--- src/common/mra_pkg.sv ---
// Purpose: shared constants of the monitor register-access block
// Assumes: 20 MHz core clock, APB byte addresses, 8-bit register data
// Notes: all offsets are word aligned byte addresses
package mra_pkg;
  // ==========================================================
  // register offsets
  localparam logic [7:0] OFF_CFG = 8'h00;
  localparam logic [7:0] OFF_SLEEP = 8'h04;
  localparam logic [7:0] OFF_SLPMSK = 8'h08;
  localparam logic [7:0] OFF_OTHMSK = 8'h0c;
  localparam logic [7:0] OFF_MCST = 8'h10;
  localparam logic [7:0] OFF_HOSTST = 8'h14;
  localparam logic [7:0] OFF_LIMIT = 8'h18;
  localparam logic [7:0] OFF_ADDRST = 8'h1c;
  localparam logic [7:0] OFF_W16_BASE = 8'h20;
  localparam logic [7:0] OFF_W16_END = 8'h2c;
  localparam logic [7:0] OFF_VAL_BASE = 8'h40;
  localparam logic [7:0] OFF_VAL_END = 8'h90;
  localparam logic [7:0] OFF_ID = 8'hfc;
  // ==========================================================
  // configuration fields
  localparam int CFG_LOCK = 0;
  localparam int CFG_GLOBAL_EVENT_MASK_BIT = 1;
  localparam int CFG_ALERT_STD = 2;
  localparam int CFG_START = 3;
  localparam int CFG_DIODE1B = 4;
  localparam int CFG_DIODE2B = 5;
  localparam int ADDRST_VLD = 7;
  // ==========================================================
  // reset values
  localparam logic [7:0] LIMIT_RST = 8'hff;
  localparam logic [7:0] MASK_RST = 8'h00;
  localparam logic [15:0] W16_RST = 16'h0000;
  localparam logic [2:0] SLEEP_RUN = 3'h0;
  localparam logic [2:0] DEEPEST_SLEEP_STATE = 3'h5;
  localparam logic [7:0] DEEP_FIXED_MASK = 8'hf0;
  // factory identification, value arbitrary
  localparam logic [7:0] FACTORY_ID = 8'h5a;
  // ==========================================================
  // slave address selection
  localparam logic [1:0] ASEL_LOW = 2'h0;
  localparam logic [1:0] ASEL_MID = 2'h1;
  localparam logic [1:0] ASEL_HIGH = 2'h2;
  localparam logic [6:0] SADDR_LOW = 7'h2c;
  localparam logic [6:0] SADDR_MID = 7'h2e;
  localparam logic [6:0] SADDR_HIGH = 7'h2d;
  // ==========================================================
  // conversion sequence
  localparam int NUM_SLOTS = 21;
  localparam logic [4:0] SLOT_Z1B = 5'h02;
  localparam logic [4:0] SLOT_Z2B = 5'h04;
  localparam logic [4:0] SLOT_LAST = 5'h14;
  // ==========================================================
  // timing
  localparam int CLK_NS = 50;
  localparam int EXT_APPLY_US = 10;
  localparam int EXT_DETECT_US = 4;
  localparam int POR_DRIVE_US = 20;
  localparam int ROUND_MS = 100;
  localparam int EXT_APPLY_CYC = (EXT_APPLY_US * 1000) / CLK_NS;
  localparam int EXT_DETECT_CYC = (EXT_DETECT_US * 1000) / CLK_NS;
  localparam int POR_DRIVE_CYC = (POR_DRIVE_US * 1000 + CLK_NS - 1) / CLK_NS;
  localparam int SLOT_CYC = (ROUND_MS * 1000000 / CLK_NS) / NUM_SLOTS;
endpackage

--- src/core/mra_rstdet.sv ---
// Purpose: external reset pin detector with qualified delay
// Assumes: pin is asynchronous to the core clock
// Notes: apply pulse comes a fixed time after the synchronised assertion
`timescale 1ns/1ps
module mra_rstdet (
  input wire logic i_clk,
  input wire logic i_rst_b,
  input wire logic i_pin_b,
  output logic o_apply
);
  logic sync1_r;
  logic sync2_r;
  logic run_r;
  logic run_nxt;
  logic done_r;
  logic done_nxt;
  logic apply_r;
  logic apply_nxt;
  logic [8:0] cnt_r;
  logic [8:0] cnt_nxt;

  // ==========================================================
  // pulse qualification and delay
  always_comb begin
    run_nxt = run_r;
    done_nxt = done_r;
    cnt_nxt = cnt_r;
    apply_nxt = 1'b0;
    if (done_r) begin
      if (sync2_r) begin
        done_nxt = 1'b0;
      end
    end else if (!run_r) begin
      if (!sync2_r) begin
        run_nxt = 1'b1;
        cnt_nxt = 9'h001;
      end
    end else if (sync2_r && cnt_r < 9'(mra_pkg::EXT_DETECT_CYC)) begin
      run_nxt = 1'b0; // short glitch dropped
    end else if (cnt_r == 9'(mra_pkg::EXT_APPLY_CYC)) begin
      apply_nxt = 1'b1;
      run_nxt = 1'b0;
      done_nxt = !sync2_r;
    end else begin
      cnt_nxt = cnt_r + 9'h001;
    end
  end

  always_ff @(posedge i_clk or negedge i_rst_b) begin
    if (!i_rst_b) begin
      sync1_r <= 1'b1;
      sync2_r <= 1'b1;
      run_r <= 1'b0;
      done_r <= 1'b0;
      cnt_r <= 9'h000;
      apply_r <= 1'b0;
    end else begin
      sync1_r <= i_pin_b;
      sync2_r <= sync1_r;
      run_r <= run_nxt;
      done_r <= done_nxt;
      cnt_r <= cnt_nxt;
      apply_r <= apply_nxt;
    end
  end

  assign o_apply = apply_r;
endmodule

--- src/core/mra_top.sv ---
// Purpose: register access and status logic of a hardware monitor
// Assumes: APB slave, zero wait states, I_EVENT on the core clock
// Notes: reset pin is open drain, resolved outside this module
// Behaviour
// reading a 16-bit low byte freezes that register's high byte.
// reading the frozen high byte releases the freeze.
// low-byte read of another register moves the freeze there.
// low-byte write is buffered until its high byte is written.
// low-byte write to another register drops the earlier buffered byte.
// high-byte write without a buffered low byte is refused.
// masters should not interleave 16-bit register reads.
// at power-up drive reset pin low, then release it.
// ten microseconds after reset pin assertion, lock bit clears.
// ten microseconds after reset pin assertion, sleep state goes deepest.
// reset pulses longer than four microseconds are always detected.
// power-on reset initialises all groups except measured values.
// external reset touches only lock bit and sleep state; the code also drops the freeze and the buffered low byte.
// first bus access samples tri-level select and fixes slave address.
// round-robin conversion starts at power-up, fixed order, bounded cycle.
// conversion results land in value registers, readable anytime.
// error status bits stay set until software clears them.
// writing one clears a status bit only if its event is gone.
// management and host status copies clear independently.
// alert-standard mode makes management status clear on read.
// software programs limits and masks before start and sleep zero.
// masked events never set status, masking never clears status.
// either reset drops the freeze and the buffered low byte.
`timescale 1ns/1ps
module mra_top #(
  parameter int P_SLOT_CYC = mra_pkg::SLOT_CYC
) (
  input wire logic I_MCLK,
  input wire logic I_RST_B,
  input wire logic I_PSEL,
  input wire logic I_PENABLE,
  input wire logic I_PWRITE,
  input wire logic [7:0] I_PADDR,
  input wire logic [31:0] I_PWDATA,
  output logic [31:0] O_PRDATA,
  output logic O_PREADY,
  output logic O_PSLVERR,
  input wire logic I_RSTPIN_B,
  output logic O_RSTPIN_B,
  output logic O_RSTPIN_OE,
  input wire logic [1:0] I_ADDR_SEL,
  output logic [6:0] O_SLAVE_ADDR,
  output logic O_SLAVE_ADDR_VLD,
  input wire logic [7:0] I_EVENT,
  input wire logic [7:0] I_CONV_DATA,
  output logic [4:0] O_CONV_CHAN
);
  typedef enum logic [1:0] {
    ST_DRIVE = 2'b01,
    ST_RUN = 2'b10
  } mra_pin_t;

  // decode of a 16-bit register byte: {hit, index, high}
  function automatic logic [2:0] w16_dec(input logic [7:0] a);
    logic hit;
    hit = (a >= mra_pkg::OFF_W16_BASE) && (a <= mra_pkg::OFF_W16_END) && (a[1:0] == 2'b00);
    w16_dec = {hit, a[3], a[2]};
  endfunction

  logic setup;
  logic acc_wr;
  logic acc_rd;
  logic [2:0] dec;
  logic ext_apply;
  logic [7:0] wd;

  assign setup = I_PSEL && !I_PENABLE;
  assign acc_wr = I_PSEL && I_PENABLE && I_PWRITE;
  assign acc_rd = I_PSEL && I_PENABLE && !I_PWRITE;
  assign dec = w16_dec(I_PADDR);
  assign wd = I_PWDATA[7:0];
  assign O_PREADY = 1'b1;

  mra_rstdet u_rstdet (
    .i_clk(I_MCLK),
    .i_rst_b(I_RST_B),
    .i_pin_b(I_RSTPIN_B),
    .o_apply(ext_apply)
  );

  // ==========================================================
  // power-on drive of the reset pin
  mra_pin_t pin_st_r;
  mra_pin_t pin_st_nxt;
  logic [8:0] drv_cnt_r;
  logic [8:0] drv_cnt_nxt;

  always_comb begin
    pin_st_nxt = pin_st_r;
    drv_cnt_nxt = drv_cnt_r;
    case (pin_st_r)
      ST_DRIVE: begin
        if (drv_cnt_r == 9'(mra_pkg::POR_DRIVE_CYC - 1)) begin
          pin_st_nxt = ST_RUN;
        end else begin
          drv_cnt_nxt = drv_cnt_r + 9'h001;
        end
      end
      ST_RUN: begin
        pin_st_nxt = ST_RUN;
      end
      default: begin
        pin_st_nxt = ST_RUN;
      end
    endcase
  end

  always_ff @(posedge I_MCLK or negedge I_RST_B) begin
    if (!I_RST_B) begin
      pin_st_r <= ST_DRIVE;
      drv_cnt_r <= 9'h000;
    end else begin
      pin_st_r <= pin_st_nxt;
      drv_cnt_r <= drv_cnt_nxt;
    end
  end

  assign O_RSTPIN_B = 1'b0;
  assign O_RSTPIN_OE = (pin_st_r == ST_DRIVE);

  // ==========================================================
  // configuration, masks, limits, slave address
  logic lock_r, lock_nxt, global_event_mask_bit_r, global_event_mask_bit_nxt, start_r, start_nxt;
  logic astd_r, astd_nxt, d1b_r, d1b_nxt, d2b_r, d2b_nxt;
  logic [2:0] sleep_r, sleep_nxt;
  logic [7:0] slpmsk_r, slpmsk_nxt, othmsk_r, othmsk_nxt, limit_r, limit_nxt;
  logic [1:0] asel1_r, asel2_r;
  logic [6:0] saddr_r, saddr_nxt;
  logic saddr_vld_r, saddr_vld_nxt;

  always_comb begin
    {lock_nxt, global_event_mask_bit_nxt, start_nxt, astd_nxt, d1b_nxt, d2b_nxt} = {lock_r, global_event_mask_bit_r, start_r, astd_r, d1b_r, d2b_r};
    sleep_nxt = sleep_r;
    slpmsk_nxt = slpmsk_r;
    othmsk_nxt = othmsk_r;
    limit_nxt = limit_r;
    saddr_nxt = saddr_r;
    saddr_vld_nxt = saddr_vld_r;
    if (acc_wr && I_PADDR == mra_pkg::OFF_CFG) begin
      lock_nxt = lock_r | wd[mra_pkg::CFG_LOCK];
      astd_nxt = wd[mra_pkg::CFG_ALERT_STD];
      d1b_nxt = wd[mra_pkg::CFG_DIODE1B];
      d2b_nxt = wd[mra_pkg::CFG_DIODE2B];
      if (wd[mra_pkg::CFG_START]) begin
        start_nxt = 1'b1;
        global_event_mask_bit_nxt = 1'b0;
      end
    end
    if (acc_wr && I_PADDR == mra_pkg::OFF_SLEEP) begin
      sleep_nxt = wd[2:0];
    end
    if (acc_wr && !lock_r) begin
      if (I_PADDR == mra_pkg::OFF_SLPMSK) begin
        slpmsk_nxt = wd;
      end
      if (I_PADDR == mra_pkg::OFF_OTHMSK) begin
        othmsk_nxt = wd;
      end
      if (I_PADDR == mra_pkg::OFF_LIMIT) begin
        limit_nxt = wd;
      end
    end
    if (ext_apply) begin
      lock_nxt = 1'b0;
      sleep_nxt = mra_pkg::DEEPEST_SLEEP_STATE;
    end
    if (setup && !saddr_vld_r) begin
      saddr_vld_nxt = 1'b1;
      case (asel2_r)
        mra_pkg::ASEL_LOW: saddr_nxt = mra_pkg::SADDR_LOW;
        mra_pkg::ASEL_MID: saddr_nxt = mra_pkg::SADDR_MID;
        mra_pkg::ASEL_HIGH: saddr_nxt = mra_pkg::SADDR_HIGH;
        default: saddr_nxt = mra_pkg::SADDR_MID;
      endcase
    end
  end

  // por initialises setup groups; values stay untouched
  always_ff @(posedge I_MCLK or negedge I_RST_B) begin
    if (!I_RST_B) begin
      {lock_r, start_r, astd_r, d1b_r, d2b_r} <= 5'h00;
      global_event_mask_bit_r <= 1'b1;
      sleep_r <= mra_pkg::DEEPEST_SLEEP_STATE;
      slpmsk_r <= mra_pkg::MASK_RST;
      othmsk_r <= mra_pkg::MASK_RST;
      limit_r <= mra_pkg::LIMIT_RST;
      saddr_r <= 7'h00;
      saddr_vld_r <= 1'b0;
    end else begin
      {lock_r, global_event_mask_bit_r, start_r, astd_r, d1b_r, d2b_r} <= {lock_nxt, global_event_mask_bit_nxt, start_nxt, astd_nxt, d1b_nxt, d2b_nxt};
      sleep_r <= sleep_nxt;
      slpmsk_r <= slpmsk_nxt;
      othmsk_r <= othmsk_nxt;
      limit_r <= limit_nxt;
      saddr_r <= saddr_nxt;
      saddr_vld_r <= saddr_vld_nxt;
    end
  end

  // select sync kept out of reset: first setup after release must see the pin
  always_ff @(posedge I_MCLK) begin
    asel1_r <= I_ADDR_SEL;
    asel2_r <= asel1_r;
  end

  assign O_SLAVE_ADDR = saddr_r;
  assign O_SLAVE_ADDR_VLD = saddr_vld_r;

  // ==========================================================
  // sticky error status, two copies
  logic [7:0] mcst_r, mcst_nxt, hostst_r, hostst_nxt, eff_mask, ev_set;
  logic mc_rclr;

  always_comb begin
    eff_mask = othmsk_r | {8{global_event_mask_bit_r}};
    if (sleep_r != mra_pkg::SLEEP_RUN) begin
      eff_mask = eff_mask | slpmsk_r;
    end
    if (sleep_r == mra_pkg::DEEPEST_SLEEP_STATE) begin
      eff_mask = eff_mask | mra_pkg::DEEP_FIXED_MASK;
    end
    ev_set = I_EVENT & ~eff_mask;
    mc_rclr = acc_rd && astd_r && I_PADDR == mra_pkg::OFF_MCST;
    mcst_nxt = mcst_r;
    hostst_nxt = hostst_r;
    if (acc_wr && I_PADDR == mra_pkg::OFF_MCST) begin
      mcst_nxt = mcst_r & ~(wd & ~I_EVENT);
    end
    if (mc_rclr) begin
      mcst_nxt = mcst_r & I_EVENT;
    end
    if (acc_wr && I_PADDR == mra_pkg::OFF_HOSTST) begin
      hostst_nxt = hostst_r & ~(wd & ~I_EVENT);
    end
    mcst_nxt = mcst_nxt | ev_set;
    hostst_nxt = hostst_nxt | ev_set;
  end

  always_ff @(posedge I_MCLK or negedge I_RST_B) begin
    if (!I_RST_B) begin
      mcst_r <= 8'h00;
      hostst_r <= 8'h00;
    end else begin
      mcst_r <= mcst_nxt;
      hostst_r <= hostst_nxt;
    end
  end

  // ==========================================================
  // 16-bit registers: read freeze and write buffer
  logic [15:0] w16_r [0:1];
  logic [15:0] w16_nxt [0:1];
  logic frz_vld_r, frz_vld_nxt, frz_idx_r, frz_idx_nxt, pnd_vld_r, pnd_vld_nxt, pnd_idx_r, pnd_idx_nxt;
  logic [7:0] frz_hi_r, frz_hi_nxt, pnd_lo_r, pnd_lo_nxt;
  logic hi_nack;

  assign hi_nack = acc_wr && dec[2] && dec[0] && !(pnd_vld_r && pnd_idx_r == dec[1]);

  always_comb begin
    w16_nxt = w16_r;
    {frz_vld_nxt, frz_idx_nxt, frz_hi_nxt} = {frz_vld_r, frz_idx_r, frz_hi_r};
    {pnd_vld_nxt, pnd_idx_nxt, pnd_lo_nxt} = {pnd_vld_r, pnd_idx_r, pnd_lo_r};
    if (acc_rd && dec[2]) begin
      if (!dec[0]) begin
        frz_vld_nxt = 1'b1;
        frz_idx_nxt = dec[1];
        frz_hi_nxt = w16_r[dec[1]][15:8];
      end else if (frz_vld_r && frz_idx_r == dec[1]) begin
        frz_vld_nxt = 1'b0;
      end
    end
    if (acc_wr && dec[2]) begin
      if (!dec[0]) begin
        pnd_vld_nxt = 1'b1;
        pnd_idx_nxt = dec[1];
        pnd_lo_nxt = wd;
      end else if (!hi_nack) begin
        w16_nxt[dec[1]] = {wd, pnd_lo_r};
        pnd_vld_nxt = 1'b0;
      end
    end
    if (ext_apply) begin
      frz_vld_nxt = 1'b0;
      pnd_vld_nxt = 1'b0;
    end
  end

  generate
    for (genvar gi = 0; gi < 2; gi++) begin : g_w16
      always_ff @(posedge I_MCLK or negedge I_RST_B) begin
        if (!I_RST_B) begin
          w16_r[gi] <= mra_pkg::W16_RST;
        end else begin
          w16_r[gi] <= w16_nxt[gi];
        end
      end
    end
  endgenerate

  always_ff @(posedge I_MCLK or negedge I_RST_B) begin
    if (!I_RST_B) begin
      {frz_vld_r, frz_idx_r, frz_hi_r} <= 10'h000;
      {pnd_vld_r, pnd_idx_r, pnd_lo_r} <= 10'h000;
    end else begin
      {frz_vld_r, frz_idx_r, frz_hi_r} <= {frz_vld_nxt, frz_idx_nxt, frz_hi_nxt};
      {pnd_vld_r, pnd_idx_r, pnd_lo_r} <= {pnd_vld_nxt, pnd_idx_nxt, pnd_lo_nxt};
    end
  end

  // ==========================================================
  // round-robin conversion sequencer
  logic [7:0] val_mem [0:mra_pkg::NUM_SLOTS-1];
  logic [4:0] slot_r, slot_nxt;
  logic [16:0] scnt_r, scnt_nxt;
  logic slot_end;

  assign slot_end = (scnt_r == 17'(P_SLOT_CYC - 1));

  always_comb begin
    slot_nxt = slot_r;
    scnt_nxt = scnt_r + 17'h00001;
    if (slot_end) begin
      scnt_nxt = 17'h00000;
      slot_nxt = (slot_r == mra_pkg::SLOT_LAST) ? 5'h00 : slot_r + 5'h01;
      if (slot_nxt == mra_pkg::SLOT_Z1B && !d1b_r) begin
        slot_nxt = slot_nxt + 5'h01;
      end
      if (slot_nxt == mra_pkg::SLOT_Z2B && !d2b_r) begin
        slot_nxt = slot_nxt + 5'h01;
      end
    end
  end

  always_ff @(posedge I_MCLK or negedge I_RST_B) begin
    if (!I_RST_B) begin
      slot_r <= 5'h00;
      scnt_r <= 17'h00000;
    end else begin
      slot_r <= slot_nxt;
      scnt_r <= scnt_nxt;
    end
  end

  always_ff @(posedge I_MCLK) begin
    if (slot_end) begin
      val_mem[slot_r] <= I_CONV_DATA;
    end
  end

  assign O_CONV_CHAN = slot_r;

  // ==========================================================
  // APB read data and error
  logic [31:0] prdata_r, prdata_nxt;
  logic unmapped;
  logic [7:0] vidx;

  assign vidx = 8'((I_PADDR - mra_pkg::OFF_VAL_BASE) >> 2);

  always_comb begin
    prdata_nxt = prdata_r;
    unmapped = 1'b0;
    if (setup) begin
      prdata_nxt = 32'h00000000;
      if (I_PADDR[1:0] != 2'b00) begin
        unmapped = 1'b1;
      end else if (dec[2]) begin
        prdata_nxt[7:0] = (dec[0] && frz_vld_r && frz_idx_r == dec[1]) ? frz_hi_r :
          (dec[0] ? w16_r[dec[1]][15:8] : w16_r[dec[1]][7:0]);
      end else if (I_PADDR >= mra_pkg::OFF_VAL_BASE && I_PADDR <= mra_pkg::OFF_VAL_END) begin
        prdata_nxt[7:0] = val_mem[vidx[4:0]];
      end else begin
        case (I_PADDR)
          mra_pkg::OFF_CFG: prdata_nxt[5:0] = {d2b_r, d1b_r, start_r, astd_r, global_event_mask_bit_r, lock_r};
          mra_pkg::OFF_SLEEP: prdata_nxt[2:0] = sleep_r;
          mra_pkg::OFF_SLPMSK: prdata_nxt[7:0] = slpmsk_r;
          mra_pkg::OFF_OTHMSK: prdata_nxt[7:0] = othmsk_r;
          mra_pkg::OFF_MCST: prdata_nxt[7:0] = mcst_r;
          mra_pkg::OFF_HOSTST: prdata_nxt[7:0] = hostst_r;
          mra_pkg::OFF_LIMIT: prdata_nxt[7:0] = limit_r;
          mra_pkg::OFF_ADDRST: prdata_nxt[7:0] = {saddr_vld_r, saddr_r};
          mra_pkg::OFF_ID: prdata_nxt[7:0] = mra_pkg::FACTORY_ID;
          default: unmapped = 1'b1;
        endcase
      end
    end
  end

  logic err_r, err_nxt;
  assign err_nxt = setup ? unmapped : err_r;

  always_ff @(posedge I_MCLK or negedge I_RST_B) begin
    if (!I_RST_B) begin
      prdata_r <= 32'h00000000;
      err_r <= 1'b0;
    end else begin
      prdata_r <= prdata_nxt;
      err_r <= err_nxt;
    end
  end

  assign O_PRDATA = prdata_r;
  assign O_PSLVERR = I_PSEL && I_PENABLE && (err_r || hi_nack);
endmodule

--- config.mk ---
export PLATFORM = sky130hd
export DESIGN_NAME = mra_top
export DESIGN_NICKNAME = d
export VERILOG_FILES = /design/src/common/mra_pkg.sv /design/src/core/mra_rstdet.sv /design/src/core/mra_top.sv
export SDC_FILE = /design/constraint.sdc
export NUM_CORES = 1
export LEC_CHECK = 0
export BUFFER_PORTS_ARGS = -buffer_cell sky130_fd_sc_hd__clkbuf_2
export CAP_MARGIN = 20
export CORE_MARGIN = 3
export CORE_UTILIZATION = 30
export DETAILED_ROUTE_END_ITERATION = 10
export PLACE_DENSITY = 0.46
export SKIP_CTS_REPAIR_TIMING = 1
export SYNTH_ARGS = -nofsm -noshare
export SYNTH_HDL_FRONTEND = slang
export SYNTH_SLANG_ARGS = --single-unit
--- constraint.sdc ---
create_clock -name I_MCLK -period 2.9 [get_ports I_MCLK]
set_clock_uncertainty 0.2 [all_clocks]
set_input_delay 0.58 -clock I_MCLK [delete_from_list [all_inputs] [get_ports I_MCLK]]
set_output_delay 0.58 -clock I_MCLK [all_outputs]
set_load 0.02 [all_outputs]
==> PnR_summary.wiki <==
{| class="wikitable"
! Metric !! Value
|-
| Vias in the first global route || between 9000 and 10000
|-
| Number of instances in the synthesized netlist || about 1100
|-
| Initial cell density of the core || 30.48%
|-
| DRC errors left || 0
|-
| Number of port buffers || 60
|-
| Post-Synthesis Mean Instance Area || approximately 14 µm²
|-
| Post-synthesis cell type count || 74
|-
| Most used cells in the layout excluding fill and tap cells || edfxtp_1 (168), dfrtp_1 (146), buf_4 (97), nor2_1 (73), nand2_1 (67)
|-
| Final RePlAce weighted congestion || ~0.79
|-
| Global-route congestion overflow total || 0
|-
| Cells after DPL || roughly 1900
|-
| Leakage || between 0.007 and 0.008 µW
|-
| Die Outline Area || around 0.053 mm²
|-
| Max Cap Viol || 0
|-
| Post-layout worst setup margin || -0.05876 ns
|-
| Half-perimeter wire length of the detailed placement result || around 26 mm
|-
| Hold Crit Class || in -> reg
|-
| Flop2flop setup slack || 0.20 ns
|-
| Final count of negative-setup-slack endpoints || 1
|-
| CTS tree || built
|-
| Number of levels the H-tree was split into || 2
|-
| Synth Cell Area || between 0.01 and 0.015 mm²
|-
| Worst Path Class, Setup || in -> out
|-
| Clock-pin slew of the registers on the worst-case setup and hold paths || about 0.06 ns
|-
| Layout Area Growth over Synthesis || 19.85%
|-
| Grt peak-use layer || met2
|-
| Worst slew pin tran || about 0.8 ns
|-
| Minimum period implied by the final worst setup slack || between 2 and 3 ns
|-
| Die H || roughly 230 µm
|-
| Yosys warning count || 0
|-
| Count of nets after finishing || ~1300
|-
| Met2 Usage GRT || between 20% and 30%
|-
| Clock latency on the worst-skew pair || about 0.54 ns
|-
| Data required time at the worst endpoint || between 2 and 2.5 ns
|-
| Non-filler cells, final || between 1500 and 2000
|-
| Clock root buffer || clkbuf_16
|-
| Kind of launch point of the worst setup path || input pin
|-
| Most common flop cell mapped by yosys || edfxtp_1
|-
| Status || complete, but fails checks
|-
| Sequential cell area fraction in the yosys report || 61.18%
|-
| Global routing usage on met1 || roughly 20%
|-
| Slowest cell on the critical path || or4b_4
|-
| RR Endpoint || val_mem[11][0]
|-
| M3 GR Usage || under 10%
|-
| GRT Total Usage || approximately 15%
|-
| Largest cells by area after synthesis || edfxtp_1 (34%), dfrtp_1 (24%), mux4_2 (5.4%), mux2_2 (4.7%), mux2i_1 (3.9%)
|-
| Cts bufs inserted || 37
|-
| Worst Hold Path EP || hostst_r[0]
|-
| Average vias per placed instance || 4.805
|-
| End-of-flow core utilization || between 30 and 40%
|-
| Share of the synthesized area in the top cell type || around 34%
|-
| Most used cell along the critical path || buf_6
|-
| I/O Pins || 113
|-
| Portion of the clock cycle consumed by the worst path in the final layout || 102.0%
|-
| Global-route wire length before repair || between 50 and 60 mm
|-
| Worst reg2reg path startpoint || scnt_r[4]
|-
| Final Hold Fails || 0
|-
| WHS Path Cells || 3
|-
| Pin count of the biggest net entering global routing || between 60 and 70
|-
| Post-detailed-route wirelength per cell || between 15 and 20 µm
|-
| Violated checks || setup timing
|-
| Die width || between 200 and 250 µm
|-
| Unrepaired setup endpoints after global routing || yes
|-
| PD cells || between 500 and 600 mW/mm²
|-
| Total number of clock tree sinks || 332
|-
| Worst hold start || I_EVENT[0]
|-
| Number of pins exceeding their max-slew limit in the final report || 0
|-
| Synthesized flop and latch total || roughly 330
|-
| EDFF count, synth || about 170
|-
| Crit path DAT || 2.18 ns
|-
| Peak ir drop on the vdd network || 0.0004396 V
|-
| Fraction of final layout cells sized beyond drive strength 1 || between 20% and 30%
|-
| Tot Pwr || about 10000 µW
|-
| Worst-path maximum fanout || 2
|-
| Number of antenna violations at the first check in global routing || 1
|-
| Post-Route Hold Slack || around 0.11 ns
|-
| Maximum achievable frequency || approximately 340 MHz
|-
| Pre-antenna DRT Iters || 7
|-
| Worst path max stage delay || about 0.55 ns
|-
| R2R cell count || 6
|-
| Cell type with the highest aggregate area in the netlist || edfxtp_1
|-
| Final antenna diode count || 0
|-
| Ordered cell list for the critical path || buf_6 > or4b_4 > or3_4 > nor2_4 > a31oi_2 > nor2_2 > buf_6
|-
| Async set or reset register ratio after synthesis || between 40 and 50%
|-
| Worst slew margin relative to its limit || 46.05%
|-
| Maximum number of buffers from clock root to sink || 3
|-
| Most common library cell in the layout ignoring fill and taps || edfxtp_1
|-
| Via count || just over 9000
|-
| Number of nets still failing antenna checks after routing || 0
|-
| Placement Rows || 81
|-
| Wire length reported by the detailed router || approximately 38 mm
|-
| Setup Slack @ Placement || -0.2281 ns
|-
| Core area || ~0.049 mm²
|-
| Setup crit end kind || primary output
|-
| Drt initial violations || 617
|}
-- through the flow --
step	instance area, µm²	TNS (ns)
global placement	16650	-7.399
global route	17920	-0.07647
CTS	17840	-0.2383
detailed placement	16650	-7.493
finish	17920	-0.05876
floorplan	15050	-2.609
-- metal layers --
metal	up-vias	wire, µm
li1	4330	-
met1	4747	17640
met2	168	18140
met3	53	1534
met4	0	992
met5	-	0
-- report_power, final --
group / internal, µW / leakage (µW) / switching [µW] / total, µW
combinational: 276 / 0.00299 / 426 / 702
clock: 2770 / 0.000582 / 1900 / 4670
sequential: 5030 / 0.00360 / 68.5 / 5090
-- cells by family (layout without fill, tap and decap cells) --
group	after synthesis	after routing	share of synthesized area (%)
AOI/OAI and AO/OA	170	170	7.499
xor gates and xnor gates	26	26	1.523
adders and majority gates	10	10	0.8369
buffers and inverters	105	257	3.908
DFF	332	332	61.18
muxes	167	167	15.03
other	2	28	0.05023
and+or+nand+nor	281	281	9.976
-- critical path, delay by kind of cell --
family,cells,cell delay (ns)
simple gates,4,1.26
buf+inv,2,0.24
compound gates,1,0.10
-- registers in the layout, indices dropped and copies added (netlist names), 2 cells and up --
signal / count
sleep_r: 3
frz_hi_r: 8
asel2_r: 2
pin_st_r: 2
asel1_r: 2
scnt_r: 17
limit_r: 8
pnd_lo_r: 8
mcst_r: 8
hostst_r: 8
val_mem: 168
u_rstdet.cnt_r: 9
othmsk_r: 8
drv_cnt_r: 9
O_CONV_CHAN: 5
O_PRDATA: 8
slpmsk_r: 8
w16_r: 32
O_SLAVE_ADDR: 3
-- layout make-up --
type	count	area [µm²]
clock inverters	21	205.2
well taps	664	830.8
clock buffers	44	982.2
inverters	21	78.83
flip-flops and latches	332	9146
repair buffers	171	1333
fillers	4770	31130
multi-input cells	682	5343
-- how the worst max path moves through the flow --
stage                    start             end  slack, ns  depth (start not counted)
detailed placement  I_PADDR[5]       O_PSLVERR      -0.23                          7
global route        I_PADDR[1]       O_PSLVERR      -0.08                          7
floorplan            scnt_r[1]  val_mem[15][0]      -0.02                          7
global placement    I_PADDR[5]       O_PSLVERR      -0.27                          7
finish              I_PADDR[1]       O_PSLVERR      -0.06                          7
CTS                 I_PADDR[5]       O_PSLVERR      -0.24                          7
-- Yosys cell counts (9+ instances only) --
cell and number:
edfxtp_1 168, dfrtp_1 146, nor2_1 75, nand2_1 67, mux2_2 62, mux2i_1 58
o21ai_0 42, a21oi_1 41, buf_4 37, mux4_2 36, nand3_1 23, clkbuf_1 21
inv_1 21, nor2b_1 21, buf_2 17, xnor2_1 17, and3_1 15, dfstp_2 14
nand2b_1 14, a211oi_1 12, a31oi_1 10, ha_1 10, a22o_1 9, mux2_4 9
nand4_1 9, xor2_1 9
Power figures use the tool's default switching activity.
